## config.mk

```make
export PLATFORM = sky130hd
export DESIGN_NAME = flash_read_protect
export DESIGN_NICKNAME = d
export VERILOG_FILES = /design/src/hdl/flash_front_pkg.sv /design/src/hdl/pin_sync.sv /design/src/hdl/flash_read_protect.sv
export SDC_FILE = /design/constraint.sdc
export NUM_CORES = 2
export LEC_CHECK = 0
export BUFFER_PORTS_ARGS = -buffer_cell sky130_fd_sc_hd__buf_4
export CORE_MARGIN = 4
export CORE_UTILIZATION = 58
export DETAILED_ROUTE_END_ITERATION = 6
export PLACE_DENSITY = 0.77
export SYNTH_ARGS = -nofsm -noshare
export SYNTH_HDL_FRONTEND = slang
export SYNTH_SLANG_ARGS = --single-unit
export TNS_END_PERCENT = 1
```

## constraint.sdc

```tcl
create_clock -name clk_sys -period 3.7 [get_ports clk_sys]
set_clock_uncertainty 0.15 [all_clocks]
set_input_delay 0.555 -clock clk_sys [delete_from_list [all_inputs] [get_ports clk_sys]]
set_output_delay 0.555 -clock clk_sys [all_outputs]
set_load 0.01 [all_outputs]
```

## src/hdl/flash_front_pkg.sv

```systemverilog
// Constants, register map and state types of the serial flash read and protect front end.
// Assumes a single system clock; the serial link is sampled, not clocked.
package flash_front_pkg;

  // ---------------------------------------------------------------
  // Register map (plain port, 4-bit byte address)
  // ---------------------------------------------------------------
  localparam logic [3:0] REG_STATUS   = 4'h0;
  localparam logic [3:0] REG_CTRL     = 4'h4;
  localparam logic [3:0] REG_MEM_ADDR = 4'h8;
  localparam logic [3:0] REG_MEM_DATA = 4'hC;

  // ---------------------------------------------------------------
  // Status byte layout
  // ---------------------------------------------------------------
  localparam int          BIT_BUSY      = 0;
  localparam int          BIT_LATCH     = 1;
  localparam int          BIT_QUAD      = 6;
  localparam int          BIT_LOCK      = 7;
  localparam logic [7:0]  STATUS_RESET  = 8'h00;
  localparam logic [7:0]  STATUS_WMASK  = 8'hFC;
  localparam int          BIT_CTRL_BUSY = 0;

  // ---------------------------------------------------------------
  // Opcodes
  // ---------------------------------------------------------------
  localparam logic [7:0] OP_WRITE_UNLOCK = 8'h06;
  localparam logic [7:0] OP_WRITE_RELOCK = 8'h04;
  localparam logic [7:0] OP_STATUS_READ  = 8'h05;
  localparam logic [7:0] OP_STATUS_WRITE = 8'h01;
  localparam logic [7:0] OP_READ         = 8'h03;
  localparam logic [7:0] OP_FAST_READ    = 8'h0B;
  localparam logic [7:0] OP_SINGLE_DTR   = 8'h0D;
  localparam logic [7:0] OP_DUAL_IO      = 8'hBB;
  localparam logic [7:0] OP_DUAL_DTR     = 8'hBD;
  localparam logic [7:0] OP_QUAD_IO      = 8'hEB;

  // ---------------------------------------------------------------
  // Phase lengths
  // ---------------------------------------------------------------
  localparam logic [4:0] CMD_BITS    = 5'h08;
  localparam logic [4:0] ADDR_BITS   = 5'h18;
  localparam logic [4:0] MODE_BITS   = 5'h08;
  localparam logic [3:0] DUMMY_FAST  = 4'h8;
  localparam logic [3:0] DUMMY_SDTR  = 4'h6;
  localparam logic [3:0] DUMMY_DUAL  = 4'h4;
  localparam logic [3:0] DUMMY_DDTR  = 4'h6;
  localparam logic [3:0] DUMMY_QUAD  = 4'h4;
  localparam logic [2:0] LANES_1     = 3'h1;
  localparam logic [2:0] LANES_2     = 3'h2;
  localparam logic [2:0] LANES_4     = 3'h4;
  localparam logic [3:0] OE_N_NONE   = 4'hF;
  localparam logic [3:0] OE_N_SINGLE = 4'hD;
  localparam logic [3:0] OE_N_DUAL   = 4'hC;
  localparam logic [3:0] OE_N_QUAD   = 4'h0;
  localparam logic [5:0] SYNC_RESET  = 6'h20;

  typedef enum logic [3:0] {
    ST_IDLE, ST_CMD, ST_ADDR, ST_MODE, ST_DUMMY, ST_DATA, ST_STATUS_IN, ST_SKIP
  } phase_t;

  typedef enum logic [3:0] {
    K_NONE, K_READ, K_FAST, K_SDTR, K_DUAL, K_DDTR, K_QUAD, K_STATUS_RD, K_STATUS_WR
  } kind_t;

endpackage : flash_front_pkg

```

## src/hdl/pin_sync.sv

```systemverilog
// Two-stage synchroniser for a group of pin levels.
// Assumes the pins are unrelated to clk_sys; each bit is treated alone.
`timescale 1ns/1ps
module pin_sync #(
  parameter int               WIDTH   = 1,
  parameter logic [WIDTH-1:0] RST_VAL = '0
) (
  input  wire logic             clk_sys,
  input  wire logic             resetn,
  input  wire logic [WIDTH-1:0] pins,
  output logic      [WIDTH-1:0] pins_s
);

  logic [WIDTH-1:0] stage1_ff;
  logic [WIDTH-1:0] stage2_ff;

  // ---------------------------------------------------------------
  // First stage feeds only the second
  // ---------------------------------------------------------------
  always_ff @(posedge clk_sys or negedge resetn) begin
    if (!resetn) begin
      stage1_ff <= RST_VAL;
      stage2_ff <= RST_VAL;
    end else begin
      stage1_ff <= pins;
      stage2_ff <= stage1_ff;
    end
  end

  assign pins_s = stage2_ff;

endmodule : pin_sync

```

## src/hdl/flash_read_protect.sv

```systemverilog
// Serial flash command front end: protection modes and array read commands.
// Assumes sclk is slow enough (period of 8 clk_sys or more) to be oversampled.
`timescale 1ns/1ps
// Behaviour
// - Lock clear: unlock and status changes allowed
// - Lock set, pin high: changes still allowed
// - Lock set and pin low: hard protect
// - Hard protect ends with pin high, or lock cleared or quad set
// - Quad enable disables hard protect
// - Basic read: sample rise, drive fall
// - Any start address, increment, wrap zero
// - Fast read: one dummy byte
// - Busy rejects fast, DTR, dual, quad commands, not enhanced-mode quad frames
// - Single DTR: bit on each edge
// - Single DTR: 6 dummy clocks
// - Dual I/O: two lines, 4 dummy
// - Dual/quad move later phases wide
// - Dual DTR: 4 bits per clock
// - Quad I/O: four lines, 4 dummy
// - Complementary nibbles keep enhanced mode
// - Status write refused in hard protect
// - Quad enable stored, pin protect off
module flash_read_protect
  import flash_front_pkg::*;
#(
  parameter int MEM_AW = 8
) (
  input  wire logic       clk_sys,
  input  wire logic       resetn,
  input  wire logic       cs_n,
  input  wire logic       sclk,
  input  wire logic       data_line_0_i,
  output logic            data_line_0_o,
  output logic            data_line_0_oe_n,
  input  wire logic       data_line_1_i,
  output logic            data_line_1_o,
  output logic            data_line_1_oe_n,
  input  wire logic       protect_pin_io2_i,
  output logic            protect_pin_io2_o,
  output logic            protect_pin_io2_oe_n,
  input  wire logic       data_line_3_i,
  output logic            data_line_3_o,
  output logic            data_line_3_oe_n,
  input  wire logic [3:0] reg_addr,
  input  wire logic [7:0] reg_wdata,
  input  wire logic       reg_wr,
  input  wire logic       reg_rd,
  output logic      [7:0] reg_rdata,
  output logic            hard_protect_mode
);

  localparam int MEM_DEPTH = 1 << MEM_AW;

  // ---------------------------------------------------------------
  // Pin synchronisation and clock edges
  // ---------------------------------------------------------------
  logic [5:0] pins_s;
  logic       cs_s;
  logic       sclk_s;
  logic [3:0] io_s;
  logic       sclk_d_ff;
  logic       rise_ev;
  logic       fall_ev;

  pin_sync #(.WIDTH(6), .RST_VAL(SYNC_RESET)) u_sync (
    .clk_sys (clk_sys),
    .resetn  (resetn),
    .pins    ({cs_n, sclk, data_line_3_i, protect_pin_io2_i, data_line_1_i, data_line_0_i}),
    .pins_s  (pins_s)
  );

  assign cs_s    = pins_s[5];
  assign sclk_s  = pins_s[4];
  assign io_s    = pins_s[3:0];
  assign rise_ev = sclk_s & ~sclk_d_ff;
  assign fall_ev = ~sclk_s & sclk_d_ff;

  always_ff @(posedge clk_sys or negedge resetn) begin
    if (!resetn) begin
      sclk_d_ff <= 1'b0;
    end else begin
      sclk_d_ff <= sclk_s;
    end
  end

  // ---------------------------------------------------------------
  // State
  // ---------------------------------------------------------------
  phase_t            state_ff,  nxt_state;
  kind_t             kind_ff,   nxt_kind;
  logic [4:0]        cnt_ff,    nxt_cnt;
  logic [23:0]       shift_ff,  nxt_shift;
  logic [MEM_AW-1:0] addr_ff,   nxt_addr;
  logic [2:0]        lanes_ff,  nxt_lanes;
  logic              dtr_ff,    nxt_dtr;
  logic [3:0]        dummy_ff,  nxt_dummy;
  logic [7:0]        obyte_ff,  nxt_obyte;
  logic [2:0]        ocnt_ff,   nxt_ocnt;
  logic [3:0]        dout_ff,   nxt_dout;
  logic [3:0]        oe_n_ff,   nxt_oe_n;
  logic              enh_ff,    nxt_enh;
  logic [7:0]        status_ff, nxt_status;
  logic              busy_ff,   nxt_busy;
  logic [MEM_AW-1:0] maddr_ff,  nxt_maddr;
  logic [7:0]        rdata_ff,  nxt_rdata;
  logic              hpm_ff,    nxt_hpm;
  logic [7:0]        mem_ff [MEM_DEPTH];
  logic [7:0]        nxt_mem [MEM_DEPTH];

  logic       in_ev;
  logic       out_ev;
  logic [3:0] in_bits;
  logic [7:0] opcode;
  logic [4:0] cnt_step;
  logic [7:0] cur_byte;
  logic       set_latch;
  logic       clr_latch;
  logic       status_go;
  logic       hpm_now;

  assign opcode   = {shift_ff[6:0], io_s[0]};
  assign in_ev    = rise_ev | (dtr_ff & fall_ev);
  assign out_ev   = fall_ev | (dtr_ff & rise_ev);
  assign cnt_step = {2'b00, lanes_ff};
  // Protect pin level counts only while the quad enable bit (BIT_QUAD) is clear
  assign hpm_now  = status_ff[BIT_LOCK] & ~io_s[2] & ~status_ff[BIT_QUAD];

  always_comb begin
    case (lanes_ff)
      LANES_2: in_bits = {2'b00, io_s[1:0]};
      LANES_4: in_bits = io_s;
      default: in_bits = {3'b000, io_s[0]};
    endcase
  end

  // ---------------------------------------------------------------
  // Serial command engine
  // ---------------------------------------------------------------
  always_comb begin
    nxt_state = state_ff;
    nxt_kind  = kind_ff;
    nxt_cnt   = cnt_ff;
    nxt_shift = shift_ff;
    nxt_addr  = addr_ff;
    nxt_lanes = lanes_ff;
    nxt_dtr   = dtr_ff;
    nxt_dummy = dummy_ff;
    nxt_obyte = obyte_ff;
    nxt_ocnt  = ocnt_ff;
    nxt_dout  = dout_ff;
    nxt_oe_n  = oe_n_ff;
    nxt_enh   = enh_ff;
    set_latch = 1'b0;
    clr_latch = 1'b0;
    status_go = 1'b0;
    cur_byte  = (kind_ff == K_STATUS_RD && ocnt_ff == '0) ? {status_ff[7:1], busy_ff} : obyte_ff;
    if (cs_s) begin
      // Partial commands are dropped; only a whole status byte is kept
      status_go = (state_ff == ST_STATUS_IN) && (cnt_ff == CMD_BITS);
      nxt_state = ST_IDLE;
      nxt_oe_n  = OE_N_NONE;
      nxt_dtr   = 1'b0;
    end else begin
      case (state_ff)
        ST_IDLE: begin
          nxt_cnt   = '0;
          nxt_shift = '0;
          if (enh_ff) begin
            nxt_state = ST_ADDR;
            nxt_kind  = K_QUAD;
            nxt_lanes = LANES_4;
          end else begin
            nxt_state = ST_CMD;
            nxt_kind  = K_NONE;
            nxt_lanes = LANES_1;
          end
        end
        ST_CMD: begin
          if (rise_ev) begin
            nxt_shift = {shift_ff[22:0], io_s[0]};
            nxt_cnt   = cnt_ff + 5'h01;
            if (cnt_ff == CMD_BITS - 5'h01) begin
              nxt_cnt   = '0;
              nxt_state = ST_ADDR;
              case (opcode)
                OP_READ:       nxt_kind = K_READ;
                OP_FAST_READ:  nxt_kind = K_FAST;
                OP_SINGLE_DTR: begin
                  nxt_kind = K_SDTR;
                  nxt_dtr  = 1'b1;
                end
                OP_DUAL_IO: begin
                  nxt_kind  = K_DUAL;
                  nxt_lanes = LANES_2;
                end
                OP_DUAL_DTR: begin
                  nxt_kind  = K_DUAL_DTR_KIND();
                  nxt_lanes = LANES_2;
                  nxt_dtr   = 1'b1;
                end
                OP_QUAD_IO: begin
                  nxt_kind  = K_QUAD;
                  nxt_lanes = LANES_4;
                end
                OP_STATUS_READ: begin
                  nxt_kind  = K_STATUS_RD;
                  nxt_state = ST_DATA;
                  nxt_ocnt  = '0;
                end
                OP_STATUS_WRITE: begin
                  nxt_kind  = K_STATUS_WR;
                  nxt_state = ST_STATUS_IN;
                end
                OP_WRITE_UNLOCK: begin
                  set_latch = 1'b1;
                  nxt_state = ST_SKIP;
                end
                OP_WRITE_RELOCK: begin
                  clr_latch = 1'b1;
                  nxt_state = ST_SKIP;
                end
                default: nxt_state = ST_SKIP;
              endcase
              if (busy_ff && (opcode == OP_FAST_READ || opcode == OP_SINGLE_DTR
                  || opcode == OP_DUAL_IO || opcode == OP_DUAL_DTR || opcode == OP_QUAD_IO)) begin
                nxt_state = ST_SKIP;
                nxt_lanes = LANES_1;
                nxt_dtr   = 1'b0;
              end
            end
          end
        end
        ST_ADDR: begin
          if (in_ev) begin
            nxt_shift = (shift_ff << lanes_ff) | {20'h00000, in_bits};
            nxt_cnt   = cnt_ff + cnt_step;
            if (cnt_ff + cnt_step == ADDR_BITS) begin
              nxt_addr = nxt_shift[MEM_AW-1:0];
              nxt_cnt  = '0;
              nxt_ocnt = '0;
              case (kind_ff)
                K_READ: nxt_state = ST_DATA;
                K_QUAD: nxt_state = ST_MODE;
                K_FAST: begin
                  nxt_state = ST_DUMMY;
                  nxt_dummy = DUMMY_FAST;
                end
                K_SDTR: begin
                  nxt_state = ST_DUMMY;
                  nxt_dummy = DUMMY_SDTR;
                end
                K_DUAL: begin
                  nxt_state = ST_DUMMY;
                  nxt_dummy = DUMMY_DUAL;
                end
                default: begin
                  nxt_state = ST_DUMMY;
                  nxt_dummy = DUMMY_DDTR;
                end
              endcase
            end
          end
        end
        ST_MODE: begin
          if (rise_ev) begin
            nxt_shift = {shift_ff[19:0], in_bits};
            nxt_cnt   = cnt_ff + cnt_step;
            if (cnt_ff + cnt_step == MODE_BITS) begin
              // Enhanced mode survives only complementary nibbles
              nxt_enh   = (nxt_shift[7:4] == ~nxt_shift[3:0]);
              nxt_state = ST_DUMMY;
              nxt_dummy = DUMMY_QUAD;
            end
          end
        end
        ST_DUMMY: begin
          if (rise_ev) begin
            nxt_dummy = dummy_ff - 4'h1;
            if (dummy_ff == 4'h1) begin
              nxt_state = ST_DATA;
            end
          end
        end
        ST_DATA: begin
          if (out_ev) begin
            if (ocnt_ff == 3'h0 && kind_ff != K_STATUS_RD) begin
              cur_byte = mem_ff[addr_ff];
              nxt_addr = addr_ff + MEM_AW'(1);
            end
            case (lanes_ff)
              LANES_2: begin
                nxt_dout = {2'b00, cur_byte[7:6]};
                nxt_oe_n = OE_N_DUAL;
                nxt_ocnt = (ocnt_ff == 3'h0) ? 3'h3 : ocnt_ff - 3'h1;
              end
              LANES_4: begin
                nxt_dout = cur_byte[7:4];
                nxt_oe_n = OE_N_QUAD;
                nxt_ocnt = (ocnt_ff == 3'h0) ? 3'h1 : ocnt_ff - 3'h1;
              end
              default: begin
                nxt_dout = {2'b00, cur_byte[7], 1'b0};
                nxt_oe_n = OE_N_SINGLE;
                nxt_ocnt = ocnt_ff - 3'h1;
              end
            endcase
            nxt_obyte = cur_byte << lanes_ff;
          end
        end
        ST_STATUS_IN: begin
          if (rise_ev && cnt_ff <= CMD_BITS) begin
            nxt_shift = {shift_ff[22:0], io_s[0]};
            nxt_cnt   = cnt_ff + 5'h01;
          end
        end
        default: nxt_state = state_ff;
      endcase
    end
  end

  // ---------------------------------------------------------------
  // Status, array and register port
  // ---------------------------------------------------------------
  always_comb begin
    nxt_status = status_ff;
    nxt_busy   = busy_ff;
    nxt_maddr  = maddr_ff;
    nxt_rdata  = '0;
    nxt_hpm    = hpm_now;
    nxt_mem    = mem_ff;
    if (reg_wr) begin
      case (reg_addr)
        REG_STATUS:   nxt_status = (status_ff & ~STATUS_WMASK) | (reg_wdata & STATUS_WMASK);
        REG_CTRL:     nxt_busy   = reg_wdata[BIT_CTRL_BUSY];
        REG_MEM_ADDR: nxt_maddr  = reg_wdata[MEM_AW-1:0];
        REG_MEM_DATA: begin
          nxt_mem[maddr_ff] = reg_wdata;
          nxt_maddr         = maddr_ff + MEM_AW'(1);
        end
        default: nxt_busy = busy_ff;
      endcase
    end
    if (reg_rd) begin
      case (reg_addr)
        REG_STATUS:   nxt_rdata = {status_ff[7:1], busy_ff};
        REG_CTRL:     nxt_rdata = {7'h00, busy_ff};
        REG_MEM_ADDR: nxt_rdata = 8'(maddr_ff);
        REG_MEM_DATA: nxt_rdata = mem_ff[maddr_ff];
        default:      nxt_rdata = '0;
      endcase
    end
    // Serial commands win over a register write in the same cycle
    if (status_go && status_ff[BIT_LATCH] && !busy_ff) begin
      if (!hpm_ff) begin
        nxt_status = (status_ff & ~STATUS_WMASK) | (shift_ff[7:0] & STATUS_WMASK);
        nxt_status[BIT_LATCH] = 1'b0;
      end
    end
    if (clr_latch) begin
      nxt_status[BIT_LATCH] = 1'b0;
    end
    if (set_latch) begin
      nxt_status[BIT_LATCH] = 1'b1;
    end
    nxt_status[BIT_BUSY] = 1'b0;
  end

  always_ff @(posedge clk_sys or negedge resetn) begin
    if (!resetn) begin
      state_ff  <= ST_IDLE;
      kind_ff   <= K_NONE;
      cnt_ff    <= '0;
      shift_ff  <= '0;
      addr_ff   <= '0;
      lanes_ff  <= LANES_1;
      dtr_ff    <= 1'b0;
      dummy_ff  <= '0;
      obyte_ff  <= '0;
      ocnt_ff   <= '0;
      dout_ff   <= '0;
      oe_n_ff   <= OE_N_NONE;
      enh_ff    <= 1'b0;
      status_ff <= STATUS_RESET;
      busy_ff   <= 1'b0;
      maddr_ff  <= '0;
      rdata_ff  <= '0;
      hpm_ff    <= 1'b0;
      for (int i = 0; i < MEM_DEPTH; i++) begin
        mem_ff[i] <= '0;
      end
    end else begin
      state_ff  <= nxt_state;
      kind_ff   <= nxt_kind;
      cnt_ff    <= nxt_cnt;
      shift_ff  <= nxt_shift;
      addr_ff   <= nxt_addr;
      lanes_ff  <= nxt_lanes;
      dtr_ff    <= nxt_dtr;
      dummy_ff  <= nxt_dummy;
      obyte_ff  <= nxt_obyte;
      ocnt_ff   <= nxt_ocnt;
      dout_ff   <= nxt_dout;
      oe_n_ff   <= nxt_oe_n;
      enh_ff    <= nxt_enh;
      status_ff <= nxt_status;
      busy_ff   <= nxt_busy;
      maddr_ff  <= nxt_maddr;
      rdata_ff  <= nxt_rdata;
      hpm_ff    <= nxt_hpm;
      mem_ff    <= nxt_mem;
    end
  end

  assign data_line_0_o        = dout_ff[0];
  assign data_line_1_o        = dout_ff[1];
  assign protect_pin_io2_o    = dout_ff[2];
  assign data_line_3_o        = dout_ff[3];
  assign data_line_0_oe_n     = oe_n_ff[0];
  assign data_line_1_oe_n     = oe_n_ff[1];
  assign protect_pin_io2_oe_n = oe_n_ff[2];
  assign data_line_3_oe_n     = oe_n_ff[3];
  assign reg_rdata            = rdata_ff;
  assign hard_protect_mode    = hpm_ff;

  // ---------------------------------------------------------------
  // Assertions
  // ---------------------------------------------------------------
  property p_hpm_enter;
    @(posedge clk_sys) disable iff (!resetn)
      (status_ff[BIT_LOCK] && !io_s[2] && !status_ff[BIT_QUAD]) |=> hpm_ff;
  endproperty
  a_hpm_enter: assert property (p_hpm_enter) else $error("hard protect not entered");

  property p_quad_no_hpm;
    @(posedge clk_sys) disable iff (!resetn)
      status_ff[BIT_QUAD] |=> !hpm_ff;
  endproperty
  a_quad_no_hpm: assert property (p_quad_no_hpm) else $error("hard protect with quad");

  property p_hpm_exit;
    @(posedge clk_sys) disable iff (!resetn)
      (hpm_ff && io_s[2]) |=> !hpm_ff;
  endproperty
  a_hpm_exit: assert property (p_hpm_exit) else $error("hard protect held with pin high");

  property p_cs_release;
    @(posedge clk_sys) disable iff (!resetn)
      cs_s |=> (oe_n_ff == OE_N_NONE) && (state_ff == ST_IDLE);
  endproperty
  a_cs_release: assert property (p_cs_release) else $error("lines driven while deselected");

  property p_hpm_refuse;
    @(posedge clk_sys) disable iff (!resetn)
      (status_go && hpm_ff && !reg_wr) |=> $stable(status_ff[7:2]);
  endproperty
  a_hpm_refuse: assert property (p_hpm_refuse) else $error("status changed in hard protect");

  property p_unlock;
    @(posedge clk_sys) disable iff (!resetn)
      set_latch |=> status_ff[BIT_LATCH];
  endproperty
  a_unlock: assert property (p_unlock) else $error("write latch not set");

  property p_busy_reject;
    @(posedge clk_sys) disable iff (!resetn)
      (state_ff == ST_CMD && rise_ev && !cs_s && busy_ff && cnt_ff == CMD_BITS - 5'h01
       && opcode == OP_QUAD_IO) |=> (state_ff == ST_SKIP) ##1 (oe_n_ff == OE_N_NONE);
  endproperty
  a_busy_reject: assert property (p_busy_reject) else $error("read accepted while busy");

  property p_wrap;
    @(posedge clk_sys) disable iff (!resetn)
      (state_ff == ST_DATA && out_ev && !cs_s && ocnt_ff == 3'h0 && kind_ff != K_STATUS_RD
       && addr_ff == {MEM_AW{1'b1}}) |=> (addr_ff == '0);
  endproperty
  a_wrap: assert property (p_wrap) else $error("address did not wrap");

  property p_single_fall;
    @(posedge clk_sys) disable iff (!resetn)
      (!dtr_ff && $changed(dout_ff) && !$past(cs_s)) |-> $past(fall_ev);
  endproperty
  a_single_fall: assert property (p_single_fall) else $error("single data not on fall");

  function automatic kind_t K_DUAL_DTR_KIND();
    return K_DDTR;
  endfunction : K_DUAL_DTR_KIND

endmodule : flash_read_protect

```

---- Yosys cells after proc, flatten, opt, wreduce, memory -nomap -nowiden ----
Index checks and enable logic that the tools add are counted.
storage, ports and cells
  register bits ........................... 2159
  latch bits .............................. 0
  bits in writable memories ............... 0
  bits in read-only memories .............. 0
  logic and storage cells ................. 513
  memories kept ........................... 0
cells by class
  add/subtract/negate cells ............... 6
  multiply operators ...................... 0
  div/mod/pow operators ................... 0
  order comparisons ....................... 4
  eq/ne operators ......................... 55
  shifts and indexed selects .............. 2
  multiplexer cells ....................... 103
  bitwise gates (word level) .............. 19
  reduce and logical (&&, ||, !) cells .... 47
operators with widths
  operator                                                         count
  2048-bit bitwise mux                                             1
  8-bit 2-to-1 mux                                                 19
  8-bit binary-select mux with 8-bit select                        2
  24-bit case mux with 5 select lines                              1
  24-bit 2-to-1 mux                                                4
  4-bit 2-to-1 mux                                                 18
  8-bit demux with 8-bit select                                    1
  3-bit 2-to-1 mux                                                 13
  4-bit case mux with 2 select lines                               4
  4-bit case mux with 8 select lines                               1
  8-bit case mux with 2 select lines                               2
  8-bit case mux with 4 select lines                               1
  5-bit 2-to-1 mux                                                 6
  4-bit by 3-bit == test with 1-bit output, second input constant  7
  5-bit case mux with 5 select lines                               1
  8-bit by 3-bit == test with 1-bit output, second input constant  3
  8-bit == test, second input constant                             3
  3-bit by 2-bit != test with 1-bit output, second input constant  8
  24-bit by 4-bit OR with 24-bit output                            1
  3-bit case mux with 2 select lines                               4
  4-bit case mux with 3 select lines                               2
  24-bit by 3-bit << shifter with 24-bit output                    1
  2-bit != test, second input constant                             10
  4-bit case mux with 5 select lines                               1
  other kinds (52)                                                 122

---- Longest topological paths before layout ----
  word-level depth ........................ 11
  gate-level depth with buffers ........... 15
  mapped depth without buffers ............ 11

---- By module ----
Synthesis repeated with hierarchy kept, for this count alone.
second synthesis, totals
  cell total of the unflattened synthesis .. 7787
  area total of the unflattened synthesis .. 115411.9 µm²
modules (own cells, without submodules)
  module              instances  cells an instance  area each (µm²)  sequential area each (µm²)
  flash_read_protect  1          7775               115109.1         53281.1
  pin_sync            1          12                 302.8            302.8

---- Worst setup path after synthesis ----
No wires, ideal clock.
  path kind ............................... register -> register
  start point ............................. reg cnt_ff[0]
  end point ............................... reg dummy_ff[2]
  library setup time ...................... 0.121 ns
  arrival ................................. 3.250 ns
  required time ........................... 3.429 ns
  slack ................................... 0.179 ns
  stages on the path, launching flop included .. 11
  buffers on the path ..................... 0
  path through ............................ dfrtp_1 > ha_1 > fa_1 > xor2_1 > or3_1 > or3b_2 > nor2_1 > o22ai_1 > nor4_1 > o21ai_0 > a22o_1
between the ends
  longest elaborated chain between the ends .. 4
ends and longest elaborated chain
  what                                                                       RTL line                                              RTL
  start: declaration                                                         flash_read_protect.sv:91                              logic [4:0] cnt_ff, nxt_cnt;
  start signal: assignment                                                   flash_read_protect.sv:394                             cnt_ff <= nxt_cnt;
  5-bit by 3-bit adder with 5-bit output *                                   flash_read_protect.sv:237, flash_read_protect.sv:268
  5-bit by 4-bit == test with 1-bit output or 5-bit == test (tied branches)  flash_read_protect.sv:268, flash_read_protect.sv:237
  2-bit != test (no line)                                                    --
  8-bit AND reduction (no line) *                                            --
  end signal: assignment                                                     flash_read_protect.sv:399                             dummy_ff <= nxt_dummy;
  end: declaration                                                           flash_read_protect.sv:96                              logic [3:0] dummy_ff, nxt_dummy;
Every way passes the cells marked *; elsewhere a longest branch is shown, timed or not.
A chain may end at the register's enable or synchronous reset.

---- Final worst setup path ----
  start point ............................. reg addr_ff[5]
  end point ............................... reg obyte_ff[7]
between the ends
  longest elaborated chain between the ends .. 9
ends and longest elaborated chain
  what                                                    RTL line                   RTL
  start: declaration                                      flash_read_protect.sv:93   logic [MEM_AW-1:0] addr_ff, nxt_addr;
  start signal: assignment                                flash_read_protect.sv:396  addr_ff <= nxt_addr;
  8-bit inverter with 9-bit output (not written as such)  flash_read_protect.sv:287  cur_byte = mem_ff[addr_ff];
  8-bit binary-select mux with 8-bit select               flash_read_protect.sv:287
  8-bit 2-to-1 mux (not written as such) (2 in a row)     flash_read_protect.sv:287
  8-bit 2-to-1 mux                                        flash_read_protect.sv:286  if (ocnt_ff == 3'h0 && kind_ff != K_STATUS_RD) begin
  8-bit 2-to-1 mux                                        flash_read_protect.sv:285  if (out_ev) begin
  8-bit 2-to-1 mux                                        flash_read_protect.sv:164  case (state_ff)
  8-bit 2-to-1 mux                                        flash_read_protect.sv:157  if (cs_s) begin
  8-bit by 3-bit << shifter with 8-bit output             flash_read_protect.sv:307  nxt_obyte = cur_byte << lanes_ff;
  end signal: assignment                                  flash_read_protect.sv:400  obyte_ff <= nxt_obyte;
  end: declaration                                        flash_read_protect.sv:97   logic [7:0] obyte_ff, nxt_obyte;
No other way between the ends. The select of a mux whose other input is x is not followed.

==> metrics.md <==
| Metric | Value |
|---|---|
| Failing checks | negative setup slack |
| Arrival time worst endpoint | 4580 ps |
| First DRT Iteration DRCs | 11700 |
| PortBufs | 38 |
| Placed Area | ~130000 um2 |
| CP max FO | 12 |
| Clock buffer depth | 3 |
| Synth cell types | 77 |
| CP max-delay cell | dfrtp_2 |
| # DRC | 0 |
| Initial antenna violation count | 43 |
| Vias in the first global route | 84800 |
| H-tree lvl count | 4 |
| VDD IR max | 602 uV |
| Reg2reg path depth | 14 |
| Smallest hold slack | 42.5 ps |
| GRT overflow | 0 |
| Nets | 8588 |
| Antenna Nets Post-Route | 0 |
| Synthesis-stage register bit count | 2141 |
| Crit path cell chain | buf_12, nand2b_1, buf_4, buf_4, nor3_1, buf_4, nor3_1, a31oi_1, a221oi_1, buf_4, nor4_2, o221ai_1, o311ai_1, o2bb2ai_1 |
| Post-synth EDFFs | 0 |
| Post-synth ARST share | 100% |
| Post-synthesis sequential area ratio | approximately 46% |
| Yosys warns | 0 |
| Post-Syn Nets | about 7900 |
| Tmin final | 3920 ps |
| R2R setup slack | -220 ps |
| TritonCTS clock tree | done |
| Design area | 137000 um2 |
| PwrDens | 562 nW/um2 |
| Final Setup Violations | 16 |
| Period utilization | 106% |
| CP bufs+invs | 5 |
| Post-DP HPWL | 298 mm |
| Status | finished with violations |
| Clock buffer count from CTS | 223 |
| CP top delay family | simple AND/OR/NAND/NOR gates |
| Root buf cell | clkbuf_16 |
| Min-Delay Path Depth | 4 |
| Max stage delay on crit path | between 500 and 600 ps |
| Avg Vias per Cell | 7.38 |
| Worst Hold Launch | reg_addr[3] |
| Synthesized instance count | 7809 |
| Cell area after synthesis | approximately 120000 um2 |
| Max_cap viols | 0 |
| HP Class | input port to flop |
| Clock sinks | 2141 |
| Setup CP Type | flop to flop |
| Worst Setup End Kind | flop |
| WL per Instance | around 38 um |
| Leak pwr | slightly above 60 nW |
| Clock transition at path regs | 60 ps |
| Chip height | 455 um |
| Routed vias | 84100 |
| Slew HR | 5.03% |
| R2R Path Start | addr_ff[5] |
| Core region area | 198000 um2 |
| Mean Syn Cell Area | 14.8 um2 |
| WL final | 432 mm |
| Cell mode on critical path | buf_4 |
| Layout area overhead | 18.1% |
| Die ar. | 207000 um2 |
| Fmax | 255 MHz |
| Max-slew violation count | 0 |
| Layout cells sized above 1 | a little under three fifths |
| Final WS setup | -218 ps |
| Count of final hold-check violations | 0 |
| Largest net degree at the start of global routing | 130 |
| CP startpoint | addr_ff[5] |
| Io pins | 39 |
| Startpoint types | flop |
| Gr usage total | 42.1% |
| Gp weighted congestion | 1.04 |
| RSZ-0062 raised after global routing | yes |
| Final core utilization | 69.1% |
| Row count | 163 |
| Filler cell count | 12900 |
| First-pass GRT wire length | 623 mm |
| Main flop type after synthesis | dfrtp_1 |
| Die span in x | ~450 um |
| Hold Path Sink | reg_rdata[0] |
| Slew @ Worst Pin | around 1400 ps |
| CP required | roughly 4400 ps |
| Worst R2R End | obyte_ff[7] |
| 1st-pass router iterations | 6 |
| Skew-Pair Late Insertion Delay | 940 ps |
| Initial core utilization | 58.5% |
[cells by family after synthesis]
logic type	Yosys count	synth area share, %
AO/OA/AOI/OAI	641	3.81
adder cells (fa/ha/maj)	19	0.212
flip-flops	2141	46.3
multiplexers	3391	43.2
AND/OR/NAND/NOR	912	3.54
buffers and inverters	697	2.81
XOR/XNOR	8	0.0606
[routing by layer]
layer | track usage, % | vias up | wire [um] | share of wire, %
met2 | 58.9 | 6443 | 183000 | 42
met4 | 25.7 | 22 | 32900 | 7.6
met5 | 0 | - | 143 | 0.033
met1 | 55.5 | 44100 | 154000 | 36
li1 | - | 31900 | - | -
met3 | 16.9 | 1669 | 61500 | 14
[area by class of cell]
| cell class | instances | area, um2 | area share (%) |
|---|---|---|---|
| multi-input combinational | 4971 | 59800 | 43.8 |
| sequential | 2141 | 53600 | 39.2 |
| timing repair buffer | 1178 | 12000 | 8.81 |
| clock buffer | 313 | 6370 | 4.66 |
| tap | 2640 | 3300 | 2.42 |
| clock inverter | 93 | 1300 | 0.950 |
| inverter | 32 | 123 | 0.0897 |
| antenna | 31 | 77.6 | 0.0568 |
[through the flow]
step,setup TNS [ps],total power [mW],worst slack [ps],instances
after floorplan,0,36.5,179,7809
after global placement,-7740,49.5,-967,10900
after detailed placement,-7040,49.6,-858,10900
after CTS,-499,75.2,-67.7,11400
after global routing,-2180,78.0,-207,11400
final,-1790,76.7,-218,11400
[cells in the mapped netlist (all sizes together) (4+ instances only)]
| library cell | instances | share of area (%) |
|---|---|---|
| mux2 | 2087 | 20 |
| a22o | 29 | 0.22 |
| nor2b | 46 | 0.25 |
| dfrtp | 2135 | 46 |
| and2 | 23 | 0.12 |
| a221o | 4 | 0.035 |
| xor2 | 5 | 0.038 |
| inv | 32 | 0.10 |
| or3 | 12 | 0.065 |
| o311ai | 6 | 0.045 |
| nor4 | 24 | 0.13 |
| a21o | 9 | 0.058 |
| a31oi | 37 | 0.20 |
| a22oi | 137 | 0.89 |
| a221oi | 17 | 0.13 |
| and3 | 8 | 0.043 |
| o32ai | 4 | 0.030 |
| mux4 | 1076 | 21 |
| mux2i | 228 | 2.0 |
| o211ai | 11 | 0.071 |
| a2111oi | 15 | 0.11 |
| o31ai | 15 | 0.097 |
| or4 | 5 | 0.032 |
| a211o | 5 | 0.038 |
| a211oi | 20 | 0.13 |
| nand2b | 26 | 0.14 |
| nor3 | 49 | 0.21 |
| dfstp | 6 | 0.14 |
| nand4b | 4 | 0.030 |
| nor2 | 387 | 1.3 |
| a32oi | 14 | 0.11 |
| nand3 | 91 | 0.39 |
| a311oi | 4 | 0.030 |
| ha | 18 | 0.19 |
| or2 | 8 | 0.043 |
| nand2 | 204 | 0.66 |
| o21ai | 86 | 0.37 |
| buf | 249 | 1.4 |
| nand4 | 14 | 0.076 |
| o2111ai | 5 | 0.038 |
| clkbuf | 416 | 1.4 |
| a21oi | 119 | 0.51 |
| o21a | 4 | 0.026 |
| o221ai | 32 | 0.24 |
| o22ai | 44 | 0.24 |
[flip-flops by register name (all words and copies together) (netlist names), 7 cells and up]
signal and count:
obyte_ff 8, maddr_ff 8, mem_ff 2048, status_ff 7, addr_ff 8, reg_rdata 8
shift_ff 8
[what timing repair did]
action,CTS,global route
endpoints found under the hold margin,128,0
cloned,11,1
buffers inserted,73,10
resized for setup,174,67
endpoints found under the setup margin,18,24
pin swaps,39,16
hold buffers,10,0
[how the worst max path moves through the flow]
| stage | cells after the start | slack (ps) | endpoint |
|---|---|---|---|
| floorplan | 10 | 180 | dummy_ff[2] |
| finish | 14 | -220 | obyte_ff[7] |
| global placement | 12 | -970 | obyte_ff[6] |
| CTS | 15 | -70 | dout_ff[3] |
| global route | 14 | -210 | dout_ff[1] |
| detailed placement | 12 | -860 | obyte_ff[6] |
[worst reg2reg max path: stages, from the launching register on]
cell and delay (ps):
dfrtp_2 590, buf_12 280, nand2b_1 290, buf_4 270, buf_4 150, nor3_1 540, buf_4 220, nor3_1 50
a31oi_1 200, a221oi_1 100, buf_4 180, nor4_2 340, o221ai_1 190, o311ai_1 130, o2bb2ai_1 150
[power breakdown]
group          leakage [nW]  internal, mW  switching [mW]
clock network          3.77          13.7            10.0
logic                  28.1          11.3            17.0
registers              29.8          23.9           0.730
total                  61.7          49.0            27.8
[placed cells by master (no fill, tap or decap), drive strengths merged, types with 119 or more instances in the layout]
| master | instances |
|---|---|
| a22oi | 137 |
| mux4 | 1076 |
| mux2i | 228 |
| nor2 | 387 |
| buf | 1159 |
| mux2 | 2087 |
| clkbuf | 315 |
| a21oi | 119 |
| dfrtp | 2135 |
| nand2 | 204 |
Note: power is estimated with default switching activity, not from simulation.
